### src/verilog/usc_pkg.sv
// Package: register map, field layouts and timing constants of the serial port
//-----------------------------------------------------------------
// Functional notes
//-----------------------------------------------------------------
// Functional notes
// - Receive-done interrupt needs its enable, global enable and receive-done flag.
// - Transmit-done interrupt needs its enable, global enable and transmit-done flag.
// - Buffer-empty interrupt needs its enable, global enable and buffer-empty flag.
// - Receiver on runs the receiver and claims the receive pin.
// - Receiver off flushes the receive buffer and its error flags.
// - Transmitter on drives the transmit pin; released once disabled.
// - Transmitter disable waits until shifter and buffer are both empty.
// - Received ninth bit is readable; software reads it before low data.
// - Stored transmit ninth bit is sent; software writes it before data.
// - Mode select: zero asynchronous, one synchronous clocked operation.
// - Parity 00 off, 10 even, 11 odd, 01 reserved; transmitter appends it.
// - Receiver checks parity against setting and flags mismatches.
// - Stop select zero sends one stop bit, one sends two.
// - Receiver ignores the stop-bit select setting.
// - Size codes 000-011 give 5-8 bits, 111 nine, others reserved.
// - Polarity zero: transmit on rising, sample on falling; one swaps.
// - Twelve-bit divisor: high register top four, low register bottom eight.
// - Writing the low divisor register reloads the prescaler at once.
// - Double speed in asynchronous mode cuts ratio sixteen to eight.
// - Short characters: transmitter ignores, receiver zeroes upper bits.
package usc_pkg;
	//-----------------------------------------------------------------
	// Register byte offsets
	//-----------------------------------------------------------------
	localparam logic [7:0] USC_OFS_DATA = 8'h00;
	localparam logic [7:0] USC_OFS_CTRL_A = 8'h04;
	localparam logic [7:0] USC_OFS_CTRL_B = 8'h08;
	localparam logic [7:0] USC_OFS_CTRL_C = 8'h0c;
	localparam logic [7:0] USC_OFS_BAUD_LO = 8'h10;
	localparam logic [7:0] USC_OFS_BAUD_HI = 8'h14;
	//-----------------------------------------------------------------
	// Reset values and timing
	//-----------------------------------------------------------------
	localparam logic [7:0] USC_RST_CTRL_B = 8'h00;
	localparam logic [7:0] USC_RST_CTRL_C = 8'h06;
	localparam logic [11:0] USC_RST_BAUD = 12'h000;
	localparam logic [3:0] USC_RATIO_NORMAL_M1 = 4'hf;
	localparam logic [3:0] USC_RATIO_DOUBLE_M1 = 4'h7;
	localparam logic [3:0] USC_TX_DONE_BIT = 4'h6;
	localparam logic [3:0] USC_NINE_BITS = 4'h9;
	localparam logic [3:0] USC_EIGHT_BITS = 4'h8;
	localparam logic [3:0] USC_FIVE_BITS = 4'h5;
	localparam logic [2:0] USC_SIZE_NINE = 3'h7;
	//-----------------------------------------------------------------
	// Field layouts
	//-----------------------------------------------------------------
	typedef struct packed {
		logic receive_done_int_enable;
		logic transmit_done_int_enable;
		logic tx_buffer_empty_int_enable;
		logic receiver_on;
		logic transmitter_on;
		logic char_size_top_bit;
		logic received_ninth_bit;
		logic transmit_ninth_bit;
	} usc_ctrl_b_s;
	typedef struct packed {
		logic unused_top;
		logic sync_mode_select;
		logic [1:0] parity_setting;
		logic stop_count_select;
		logic [1:0] char_size_low_bits;
		logic sync_clock_polarity;
	} usc_ctrl_c_s;
	typedef enum logic [2:0] {
		USC_TX_IDLE, USC_TX_START, USC_TX_DATA,
		USC_TX_PAR, USC_TX_STOP1, USC_TX_STOP2
	} usc_tx_e;
	typedef enum logic [2:0] {
		USC_RX_IDLE, USC_RX_START, USC_RX_DATA, USC_RX_PAR, USC_RX_STOP
	} usc_rx_e;
endpackage

### src/verilog/usc_top.sv
// Serial port control, configuration, baud prescaler and frame engines
//
// Implementation choices: the Wishbone register port and the address map.
`timescale 1ns/100ps
module usc_top
	import usc_pkg::*;
(
	input wire logic clk_i,
	input wire logic rst_i,
	input wire logic wb_cyc_i,
	input wire logic wb_stb_i,
	input wire logic wb_we_i,
	input wire logic [7:0] wb_adr_i,
	input wire logic [3:0] wb_sel_i,
	input wire logic [31:0] wb_dat_i,
	output logic [31:0] wb_dat_o,
	output logic wb_ack_o,
	input wire logic global_int_enable_i,
	input wire logic tx_done_irq_taken_i,
	output logic rx_done_irq_o,
	output logic tx_done_irq_o,
	output logic tx_empty_irq_o,
	input wire logic rxd_i,
	output logic rxd_claim_o,
	output logic txd_o,
	output logic txd_oe_o,
	input wire logic sync_serial_clock_i
);
	//-----------------------------------------------------------------
	// Bus slave
	//-----------------------------------------------------------------
	logic ack_ff;
	logic [31:0] rdat_ff;
	logic req, wr, rd;
	usc_ctrl_b_s ctrl_b_ff;
	usc_ctrl_c_s ctrl_c_ff;
	logic [11:0] baud_ff;
	logic double_speed_ff, mpcm_ff;
	logic [8:0] tx_buf_ff;
	logic tx_buf_full_ff, tx_done_ff, tx_hold_ff;
	logic [8:0] rx_buf_ff;
	logic rx_valid_ff, fe_ff, dor_ff, upe_ff;
	logic [7:0] ctrl_a_rd;

	assign req = wb_cyc_i && wb_stb_i && !ack_ff;
	assign wr = req && wb_we_i && wb_sel_i[0];
	assign rd = req && !wb_we_i;
	assign wb_ack_o = ack_ff;
	assign wb_dat_o = rdat_ff;
	assign ctrl_a_rd = {rx_valid_ff, tx_done_ff, !tx_buf_full_ff, fe_ff,
		dor_ff, upe_ff, double_speed_ff, mpcm_ff};

	always_ff @(posedge clk_i) begin
		if (rst_i) begin
			ack_ff <= 1'b0;
		end else begin
			ack_ff <= req;
		end
	end

	// Unmapped offsets read zero and ignore writes
	always_ff @(posedge clk_i) begin
		if (rst_i) begin
			rdat_ff <= 32'h0;
		end else if (rd) begin
			unique case (wb_adr_i)
				USC_OFS_DATA: rdat_ff <= {24'h0, rx_buf_ff[7:0]};
				USC_OFS_CTRL_A: rdat_ff <= {24'h0, ctrl_a_rd};
				USC_OFS_CTRL_B: rdat_ff <= {24'h0, ctrl_b_ff[7:2],
					rx_buf_ff[8], ctrl_b_ff[0]};
				USC_OFS_CTRL_C: rdat_ff <= {24'h0, ctrl_c_ff};
				USC_OFS_BAUD_LO: rdat_ff <= {24'h0, baud_ff[7:0]};
				USC_OFS_BAUD_HI: rdat_ff <= {28'h0, baud_ff[11:8]};
				default: rdat_ff <= 32'h0;
			endcase
		end
	end

	//-----------------------------------------------------------------
	// Control registers
	//-----------------------------------------------------------------
	always_ff @(posedge clk_i) begin
		if (rst_i) begin
			ctrl_b_ff <= USC_RST_CTRL_B;
		end else if (wr && wb_adr_i == USC_OFS_CTRL_B) begin
			ctrl_b_ff <= {wb_dat_i[7:2], 1'b0, wb_dat_i[0]};
		end
	end

	always_ff @(posedge clk_i) begin
		if (rst_i) begin
			ctrl_c_ff <= USC_RST_CTRL_C;
		end else if (wr && wb_adr_i == USC_OFS_CTRL_C) begin
			ctrl_c_ff <= {1'b0, wb_dat_i[6:0]};
		end
	end

	always_ff @(posedge clk_i) begin
		if (rst_i) begin
			double_speed_ff <= 1'b0;
			mpcm_ff <= 1'b0;
		end else if (wr && wb_adr_i == USC_OFS_CTRL_A) begin
			double_speed_ff <= wb_dat_i[1];
			mpcm_ff <= wb_dat_i[0];
		end
	end

	always_ff @(posedge clk_i) begin
		if (rst_i) begin
			baud_ff <= USC_RST_BAUD;
		end else if (wr && wb_adr_i == USC_OFS_BAUD_HI) begin
			baud_ff[11:8] <= wb_dat_i[3:0];
		end else if (wr && wb_adr_i == USC_OFS_BAUD_LO) begin
			baud_ff[7:0] <= wb_dat_i[7:0];
		end
	end

	//-----------------------------------------------------------------
	// Interrupt requests
	//-----------------------------------------------------------------
	// receive done
	assign rx_done_irq_o = ctrl_b_ff.receive_done_int_enable &&
		global_int_enable_i && rx_valid_ff;
	assign tx_done_irq_o = ctrl_b_ff.transmit_done_int_enable &&
		global_int_enable_i && tx_done_ff;
	assign tx_empty_irq_o = ctrl_b_ff.tx_buffer_empty_int_enable &&
		global_int_enable_i && !tx_buf_full_ff;

	//-----------------------------------------------------------------
	// Frame format decode
	//-----------------------------------------------------------------
	logic [2:0] size_code;
	logic [3:0] nbits;
	logic [8:0] nmask;
	logic par_en, sync_mode;
	logic [3:0] ratio_m1;

	assign size_code = {ctrl_b_ff.char_size_top_bit,
		ctrl_c_ff.char_size_low_bits};
	// parity enabled when top code bit set
	assign par_en = ctrl_c_ff.parity_setting[1];
	assign sync_mode = ctrl_c_ff.sync_mode_select;
	assign ratio_m1 = (double_speed_ff && !sync_mode) ?
		USC_RATIO_DOUBLE_M1 : USC_RATIO_NORMAL_M1;
	assign nmask = 9'h1ff >> (USC_NINE_BITS - nbits);

	// reserved sizes fall back to eight bits
	always_comb begin
		if (size_code == USC_SIZE_NINE) begin
			nbits = USC_NINE_BITS;
		end else if (!size_code[2]) begin
			nbits = USC_FIVE_BITS + {2'b00, size_code[1:0]};
		end else begin
			nbits = USC_EIGHT_BITS;
		end
	end

	//-----------------------------------------------------------------
	// Baud prescaler and clock edges
	//-----------------------------------------------------------------
	logic [11:0] pre_ff;
	logic tick, xck_ff, xck_rise, xck_fall, tx_edge, rx_edge;

	assign tick = (pre_ff == 12'h000);

	// down-counter, tick every divisor plus one
	always_ff @(posedge clk_i) begin
		if (rst_i) begin
			pre_ff <= USC_RST_BAUD;
		end else if (wr && wb_adr_i == USC_OFS_BAUD_LO) begin
			pre_ff <= {baud_ff[11:8], wb_dat_i[7:0]};
		end else if (tick) begin
			pre_ff <= baud_ff;
		end else begin
			pre_ff <= pre_ff - 12'h001;
		end
	end

	// External clock is already synchronous, so one stage suffices
	always_ff @(posedge clk_i) begin
		if (rst_i) begin
			xck_ff <= 1'b0;
		end else begin
			xck_ff <= sync_serial_clock_i;
		end
	end

	assign xck_rise = sync_serial_clock_i && !xck_ff;
	assign xck_fall = !sync_serial_clock_i && xck_ff;
	assign tx_edge = ctrl_c_ff.sync_clock_polarity ? xck_fall : xck_rise;
	assign rx_edge = ctrl_c_ff.sync_clock_polarity ? xck_rise : xck_fall;

	//-----------------------------------------------------------------
	// Transmitter
	//-----------------------------------------------------------------
	usc_tx_e tx_st_ff;
	logic [3:0] tx_ph_ff, tx_cnt_ff;
	logic [8:0] tx_sh_ff;
	logic tx_par_ff, txd_ff, tx_step, tx_run, tx_load, tx_fin, buf_wr;

	// busy frame keeps the transmitter alive
	assign tx_run = ctrl_b_ff.transmitter_on || (tx_st_ff != USC_TX_IDLE) ||
		(tx_hold_ff && tx_buf_full_ff);
	assign tx_step = sync_mode ? tx_edge : (tick && tx_ph_ff == ratio_m1);
	assign tx_load = tx_buf_full_ff && tx_run;
	assign tx_fin = tx_step && ((tx_st_ff == USC_TX_STOP2) ||
		(tx_st_ff == USC_TX_STOP1 && !ctrl_c_ff.stop_count_select));
	assign buf_wr = wr && wb_adr_i == USC_OFS_DATA && !tx_buf_full_ff;
	assign txd_oe_o = tx_run;
	assign txd_o = txd_ff;

	always_ff @(posedge clk_i) begin
		if (rst_i) begin
			tx_ph_ff <= 4'h0;
		end else if (sync_mode || !tx_run) begin
			tx_ph_ff <= 4'h0;
		end else if (tick) begin
			tx_ph_ff <= (tx_ph_ff == ratio_m1) ? 4'h0 : tx_ph_ff + 4'h1;
		end
	end

	// Queued byte still drains; a byte written while off waits
	always_ff @(posedge clk_i) begin
		if (rst_i) begin
			tx_hold_ff <= 1'b0;
		end else begin
			tx_hold_ff <= ctrl_b_ff.transmitter_on || (tx_hold_ff && tx_run);
		end
	end

	// Writes while full are dropped, not queued
	always_ff @(posedge clk_i) begin
		if (rst_i) begin
			tx_buf_ff <= 9'h0;
			tx_buf_full_ff <= 1'b0;
		end else if (buf_wr) begin
			// ninth bit taken with the data
			tx_buf_ff <= {ctrl_b_ff.transmit_ninth_bit, wb_dat_i[7:0]};
			tx_buf_full_ff <= 1'b1;
		end else if (tx_step && tx_load &&
			(tx_st_ff == USC_TX_IDLE || tx_fin)) begin
			tx_buf_full_ff <= 1'b0;
		end
	end

	always_ff @(posedge clk_i) begin
		if (rst_i) begin
			tx_st_ff <= USC_TX_IDLE;
			tx_sh_ff <= 9'h0;
			tx_cnt_ff <= 4'h0;
			tx_par_ff <= 1'b0;
			txd_ff <= 1'b1;
		end else if (tx_step) begin
			unique case (tx_st_ff)
				USC_TX_IDLE, USC_TX_STOP1, USC_TX_STOP2: begin
					if ((tx_st_ff == USC_TX_IDLE || tx_fin) && tx_load) begin
						tx_sh_ff <= tx_buf_ff & nmask;
						txd_ff <= 1'b0;
						tx_st_ff <= USC_TX_START;
					end else if (tx_st_ff == USC_TX_STOP1 && !tx_fin) begin
						tx_st_ff <= USC_TX_STOP2;
					end else begin
						tx_st_ff <= USC_TX_IDLE;
					end
				end
				USC_TX_START: begin
					txd_ff <= tx_sh_ff[0];
					tx_par_ff <= tx_sh_ff[0];
					tx_sh_ff <= tx_sh_ff >> 1;
					tx_cnt_ff <= 4'h1;
					tx_st_ff <= USC_TX_DATA;
				end
				USC_TX_DATA: begin
					if (tx_cnt_ff != nbits) begin
						txd_ff <= tx_sh_ff[0];
						tx_par_ff <= tx_par_ff ^ tx_sh_ff[0];
						tx_sh_ff <= tx_sh_ff >> 1;
						tx_cnt_ff <= tx_cnt_ff + 4'h1;
					end else if (par_en) begin
						txd_ff <= tx_par_ff ^ ctrl_c_ff.parity_setting[0];
						tx_st_ff <= USC_TX_PAR;
					end else begin
						txd_ff <= 1'b1;
						tx_st_ff <= USC_TX_STOP1;
					end
				end
				USC_TX_PAR: begin
					txd_ff <= 1'b1;
					tx_st_ff <= USC_TX_STOP1;
				end
				default: tx_st_ff <= USC_TX_IDLE;
			endcase
		end
	end

	// Set wins over a software or interrupt clear
	always_ff @(posedge clk_i) begin
		if (rst_i) begin
			tx_done_ff <= 1'b0;
		end else if (tx_fin && !tx_load) begin
			tx_done_ff <= 1'b1;
		end else if (tx_done_irq_taken_i || (wr &&
			wb_adr_i == USC_OFS_CTRL_A && wb_dat_i[USC_TX_DONE_BIT])) begin
			tx_done_ff <= 1'b0;
		end
	end

	//-----------------------------------------------------------------
	// Receiver
	//-----------------------------------------------------------------
	usc_rx_e rx_st_ff;
	logic [3:0] rx_ph_ff, rx_cnt_ff;
	logic [8:0] rx_sh_ff;
	logic rx_par_ff, rx_samp, rx_on, rx_deliver, rx_type, rd_data;

	// receiver runs and claims its pin
	assign rx_on = ctrl_b_ff.receiver_on;
	assign rxd_claim_o = rx_on;
	assign rx_samp = sync_mode ? rx_edge :
		(tick && rx_ph_ff == {1'b0, ratio_m1[3:1]});
	// one stop bit checked whatever the stop select
	assign rx_deliver = rx_samp && rx_st_ff == USC_RX_STOP;
	assign rx_type = (nbits == USC_NINE_BITS) ? rx_sh_ff[8] : rxd_i;
	assign rd_data = rd && wb_adr_i == USC_OFS_DATA;

	always_ff @(posedge clk_i) begin
		if (rst_i) begin
			rx_ph_ff <= 4'h0;
		end else if (sync_mode || rx_st_ff == USC_RX_IDLE) begin
			rx_ph_ff <= 4'h0;
		end else if (tick) begin
			rx_ph_ff <= (rx_ph_ff == ratio_m1) ? 4'h0 : rx_ph_ff + 4'h1;
		end
	end

	always_ff @(posedge clk_i) begin
		if (rst_i || !rx_on) begin
			rx_st_ff <= USC_RX_IDLE;
			rx_sh_ff <= 9'h0;
			rx_cnt_ff <= 4'h0;
			rx_par_ff <= 1'b0;
		end else if (rx_st_ff == USC_RX_IDLE) begin
			rx_cnt_ff <= 4'h0;
			rx_par_ff <= 1'b0;
			if (sync_mode && rx_edge && !rxd_i) begin
				rx_st_ff <= USC_RX_DATA;
			end else if (!sync_mode && tick && !rxd_i) begin
				rx_st_ff <= USC_RX_START;
			end
		end else if (rx_samp) begin
			unique case (rx_st_ff)
				USC_RX_START: begin
					// False start when line is high at mid-bit
					rx_st_ff <= rxd_i ? USC_RX_IDLE : USC_RX_DATA;
				end
				USC_RX_DATA: begin
					rx_sh_ff <= {rxd_i, rx_sh_ff[8:1]};
					rx_par_ff <= rx_par_ff ^ rxd_i;
					rx_cnt_ff <= rx_cnt_ff + 4'h1;
					if (rx_cnt_ff + 4'h1 == nbits) begin
						rx_st_ff <= par_en ? USC_RX_PAR : USC_RX_STOP;
					end
				end
				USC_RX_PAR: begin
					rx_par_ff <= rx_par_ff ^ rxd_i;
					rx_st_ff <= USC_RX_STOP;
				end
				default: rx_st_ff <= USC_RX_IDLE;
			endcase
		end
	end

	// receiver off flushes buffer and error flags
	always_ff @(posedge clk_i) begin
		if (rst_i || !rx_on) begin
			rx_buf_ff <= 9'h0;
			rx_valid_ff <= 1'b0;
			fe_ff <= 1'b0;
			dor_ff <= 1'b0;
			upe_ff <= 1'b0;
		end else if (rx_deliver && (!mpcm_ff || rx_type)) begin
			if (rx_valid_ff && !rd_data) begin
				dor_ff <= 1'b1;
			end else begin
				rx_buf_ff <= rx_sh_ff >> (USC_NINE_BITS - nbits);
				rx_valid_ff <= 1'b1;
				fe_ff <= !rxd_i;
				dor_ff <= 1'b0;
				upe_ff <= par_en &&
					(rx_par_ff ^ ctrl_c_ff.parity_setting[0]);
			end
		end else if (rd_data) begin
			rx_valid_ff <= 1'b0;
			fe_ff <= 1'b0;
			dor_ff <= 1'b0;
			upe_ff <= 1'b0;
		end
	end
endmodule

### config.mk
export PLATFORM = sky130hd
export DESIGN_NAME = usc_top
export DESIGN_NICKNAME = d
export VERILOG_FILES = /design/src/verilog/usc_pkg.sv /design/src/verilog/usc_top.sv
export SDC_FILE = /design/constraint.sdc
export NUM_CORES = 1
export LEC_CHECK = 0
export ABC_AREA = 1
export BUFFER_PORTS_ARGS = -buffer_cell sky130_fd_sc_hd__buf_4
export CAP_MARGIN = 25
export CORE_MARGIN = 3
export CORE_UTILIZATION = 58
export DETAILED_ROUTE_END_ITERATION = 12
export PLACE_DENSITY = 0.85
export SLEW_MARGIN = 20
export SYNTH_ARGS = -nofsm -noshare
export SYNTH_HDL_FRONTEND = slang
export SYNTH_SLANG_ARGS = --single-unit
### constraint.sdc
create_clock -name clk_i -period 2.8 [get_ports clk_i]
set_input_delay 0.28 -clock clk_i [delete_from_list [all_inputs] [get_ports clk_i]]
set_output_delay 0.28 -clock clk_i [all_outputs]
set_load 0.05 [all_outputs]
==> After elaboration in Yosys (flattened, before gate mapping) <==
Cells that the tools add are included.
Widths: inputs -> output; s select.
{ "word_totals": {"ff_bits": 142, "latch_bits": 0, "ram_bits": 0, "mem_bits_ro": 0, "input_bits": 53, "out_inout_bits": 39, "wordCells": 228, "memories": 0} }
{ "op_classes": {"n_addsub": 7, "multipliers": 0, "div": 0, "order_cmp": 0, "eq_ne": 27, "n_shift": 2, "mux": 49, "n_bitwise": 8, "reduce_logical": 95} }
{ "op_table": {"columns": ["cell", "n"], "rows": [
  ["$pmux 8 s6", 1],
  ["$logic_and 1x1->1", 43],
  ["$mux 3", 9],
  ["$pmux 9 s3", 1],
  ["$mux 12", 2],
  ["$mux 4", 6],
  ["$mux 1", 22],
  ["$mux 9", 2],
  ["$add 4x1->4 const B", 4],
  ["$eq 8x4->1 const B", 2],
  ["$eq 8x5->1 const B", 2],
  ["$logic_not 1->1", 14],
  ["$eq 3x2->1 const B", 4],
  ["$eq 3x3->1 const B", 4],
  ["$eq 4x4->1", 3],
  ["$logic_not 12->1", 1],
  ["$pmux 3 s4", 1],
  ["$reduce_and 2->1", 6],
  ["$reduce_and 3->1", 4],
  ["$sub 12x1->12 const B", 1],
  ["$logic_or 1x1->1", 10],
  ["$reduce_bool 2->1", 5],
  ["$and 9x9->9", 1],
  ["$pmux 3 s3", 1],
  ["other kinds (25)", 39]
]} }

==> Longest topological paths before layout <==
{ "logic_depth": {"ltp_word": 12, "ltp_mapped": 16, "mapped_depth_nobuf": 16} }

==> Worst setup path before layout <==
OpenSTA, ideal clock, no wires.
{ "synth_timing": {"path_type": "register -> register", "from": "register ctrl_c_ff[1] in the netlist's numbering", "to": "register rx_buf_ff[5]", "setup_time_ns": 0.070, "arrival_time_ns": 1.965, "t_required_ns": 2.730, "setup_slack_ns": 0.765, "stages_incl_launch_ff": 11, "n_path_buf": 0, "period_less_slack_ns": 2.035, "path_cell_list": "dfxtp_1 > ha_1 > nor2_1 > inv_1 > ha_1 > ha_1 > nor2_1 > inv_1 > nor2_1 > o21ai_0 > a21oi_1"} }
{ "synth_via": {"elab_chain_len": 8, "word_cells_on_any_way": 11, "classes_between": "add/sub: 2; eq/ne: 2; shift: 1; mux: 3; reduce/logical: 3"} }
{ "synth_lines": {"columns": ["element", "line_no", "rtl"], "rows": [
  ["start, declared", "usc_top.sv:36", "usc_ctrl_c_s ctrl_c_ff;"],
  ["start signal, assigned", "usc_top.sv:94", "ctrl_c_ff <= {1'b0, wb_dat_i[6:0]};"],
  ["$add 3x2->4", "usc_top.sv:152", "nbits = USC_FIVE_BITS + {2'b00, size_code[1:0]};"],
  ["$mux 4", "usc_top.sv:151", "end else if (!size_code[2]) begin"],
  ["$mux 4 (*)", "usc_top.sv:149", "if (size_code == USC_SIZE_NINE) begin"],
  ["branches (longest 5 deep; another with $sub 4x4->4)", null, null],
  ["end signal, assigned", "usc_top.sv:385", "rx_buf_ff <= rx_sh_ff >> (USC_NINE_BITS - nbits);"],
  ["end, declared", "usc_top.sv:41", "logic [8:0] rx_buf_ff;"]
]} }
Every way passes the cells marked *.
A chain may end at the register's enable or synchronous reset.

==> Worst setup path after layout <==
Ends and elaborated chain as after synthesis.

==> flow_summary.ini <==
[sta]
min_period_ns = 2.56
hold_violations = 0
final.setup_skew_ns = 0.00901
timing.fmax_mhz = 390
fin_hold_ws_ns = 0.0335
timing.slew.headroom_pct = 62.9
setup_tns_ns = 0
setup_viol = 0
maxSlewViolCount = 0
tightest_slew_ns = 0.552
fin_crit_sh_pct = 91.5
rsz0062_at_grt = false

[global_routing]
grt_overflow = 0
antenna_found_initial = 0
first_global_vias = 5806
grt_max_degree = 48
grt_pass1_wl_mm = 27.8
gr-usage-all-layers_pct = 27.6

[clocking]
clkSinkCount = 118
cts_buffers = 17
cts_tree = yes
clk_path_buf_depth = 2
clk_latency_ns = 0.53
cts_resized = 0
clkTransAtPathRegs_ns = 0.06
root_buffer = clkbuf_8
htreeDepth = 4

[die]
start_util_pct = 60.7
die_w_um = 111
fp.dieH_um = 111
rows = 37
core-area_um2 = 10500
dieArea_um2 = 12200
num_io_pins = 92

[setup_path]
cp_data_required_time_ns = 3.26
critPathKind = flop to flop
r2r_cells = 10
ff2ff_setup_slack_ns = 0.24
end_kind = flop
cp-start-kind = flop
slowest_delay_ns = 0.36
cp_max_fo = 6
crit_slowest_cell = nor2_1
worstPathArrival_ns = 3.02
worstPathCellList = ha_1 > nor2_1 > inv_1 > ha_1 > ha_1 > nor2_1 > inv_1 > nor2_1 > o21ai_0 > a21oi_1
cp.depth = 10
rr_endpoint = rx_buf_ff[5]
r2r-start = ctrl_c_ff[1]
crit_buf_inv = 2
critPathTopFamily = adder cells

[synthesis]
syn_avg_cell_area_um2 = 7.00
yosysWarnings = 0
async_flop_share_pct = 0
netlist_top_cells_area = dfxtp_1 (37%), nand2_1 (10%), o21ai_0 (6.9%)
synth_cells = 907
ys_types = 56
yosys.area.top_type_share_pct = 37.2
synth_edf_count = 0
synth_seq_cells = 118
synth_area_um2 = 6350
synth_top_area_cell = dfxtp_1
yosysSeqAreaShare_pct = 37.2
ys.flop_type = dfxtp_1

[finish]
stdcell_count = 1096
drive_gt1_share_pct = 12.1
multi_input_area_um2 = 3300
fill_cells = 870
n_antenna_cell = 0
final-seq-area_um2 = 2360
fin_nets = 1011
area_delta_synth_final_pct = 14.7

[detailed_routing]
drt-met1-wl_mm = 6.86
drc = 0
num_vias = 6151
routed_wirelength_mm = 16.8
wl_met2_mm = 7.82
drt_iter0_drc = 653
routed_via_density = 5.61
ant_nets = 0
dr.pass1.iters = 7
maxUsedRoutingLayer = met4
routed-wl-met3_mm = 1.43
wl_per_cell_um = 15.4

[pwr]
ir_drop_mv = 0.606
power.leakage_nw = 3.00
powerDensity_nw_per_um2 = 698

[place]
placedCellCount = 1063
finalWeightedCongestion = 0.975
dp_hpwl_mm = 11.7
port_buffers = 40

[job]
cap_viol_max_count = 0

[min_path]
hold_path_end = tx_done_ff
hold_depth = 3
hold_class = input pin to flop
hold_path_startpoint = tx_done_irq_taken_i

[outcome]
status = complete, no violations
[power breakdown]
group	switching (mW)	total (mW)	internal, mW	leakage, nW
clock network	0.769	2.33	1.56	0.311
registers	0.0614	1.82	1.75	0.953
logic	0.626	0.937	0.311	1.73
[cells by family (layout without fill, tap and decap cells)]
family                     count (synthesis)  in the layout  share of synthesized area, %
other                                      1             24                        0.0591
buffers and inverters                    171            201                          12.1
AOI/OAI and AO/OA                        220            220                          19.7
and+or+nand+nor                          371            371                          26.7
xor gates and xnor gates                  14             14                          1.93
adders and majority gates                 11             11                          2.17
DFF                                      118            118                          37.2
muxes                                      1              1                         0.158
[area by class of cell]
type,instances,share of cell area (%)
multi-input combinational,641,45.4
sequential,118,32.5
clock buffer,24,6.74
inverter,123,6.34
timing repair buffer,46,4.78
tap,136,2.34
clock inverter,8,1.96
[metal layers]
| layer | vias up | track usage, % |
|---|---|---|
| met5 | - | 0 |
| met4 | 0 | 13.3 |
| met3 | 61 | 7.34 |
| met2 | 247 | 44.4 |
| met1 | 2803 | 34.3 |
| li1 | 3040 | - |
[synthesized netlist by cell type, types with 4 or more instances]
library cell,count
a21oi_1,74
nand2_1,171
nor2_1,95
ha_1,11
a211oi_1,16
inv_1,113
xor2_1,11
buf_4,25
inv_2,9
a31oi_1,6
buf_2,6
nand3_1,31
o211ai_1,6
nor3_2,4
nor2_2,6
nand2_2,8
o22ai_1,6
o21ai_0,88
nor3_1,17
o21ai_1,4
dfxtp_1,118
clkbuf_1,12
nand4_1,21
[through the flow]
stage / area [um2] / total power [mW] / utilization [%] / setup slack (ns)
floorplan: 6430 / 2.57 / - / 0.765
global placement: 6640 / 2.74 / 63.4 / 0.391
detailed placement: 6640 / 2.75 / 63.4 / 0.353
CTS: 7280 / 5.07 / 69.6 / 0.293
global route: 7280 / 5.29 / 69.6 / 0.0101
finish: 7280 / 5.08 / 69.6 / 0.238
[state kept, by name, indices dropped and copies added, names as in the netlist, 8 cells and up]
name,count
rx_sh_ff,9
tx_buf_ff,9
wb_dat_o,8
pre_ff,12
tx_sh_ff,9
baud_ff,12
rx_buf_ff,9
[worst register-to-register path: stages (launching register included)]
cell and delay, ns:
dfxtp_1 0.35, ha_1 0.25, nor2_1 0.20, inv_1 0.18
ha_1 0.24, ha_1 0.33, nor2_1 0.36, inv_1 0.15
nor2_1 0.17, o21ai_0 0.12, a21oi_1 0.15
[worst max path at each step]
stage	startpoint	endpoint	slack, ns
finish	ctrl_c_ff[1]	rx_buf_ff[5]	0.24
global route	ctrl_c_ff[1]	rx_buf_ff[5]	0.01
global placement	ctrl_c_ff[1]	fe_ff	0.39
floorplan	ctrl_c_ff[1]	rx_buf_ff[5]	0.77
CTS	ctrl_c_ff[1]	rx_buf_ff[5]	0.29
detailed placement	ctrl_c_ff[1]	rx_buf_ff[7]	0.35
[placed cells by master, fill, tap and decap left out, types with 6 or more instances in the layout]
cell type / n
nand2_1: 171
dfxtp_1: 118
inv_1: 113
nor2_1: 95
o21ai_0: 88
a21oi_1: 74
buf_4: 45
nand3_1: 31
conb_1: 24
nand4_1: 21
nor3_1: 17
a211oi_1: 16
clkbuf_16: 16
xor2_1: 11
ha_1: 11
inv_2: 9
nand2_2: 8
o22ai_1: 6
o211ai_1: 6
a31oi_1: 6
nor2_2: 6
clkbuf_8: 6
[what timing repair did]
action | 4_1_cts | 5_1_grt
setup endpoints to repair | 0 | 0
setup buffers | 0 | 0
hold buffers | 1 | 0
hold endpoints to repair | 1 | 0
Power figures use the tool's default switching activity.
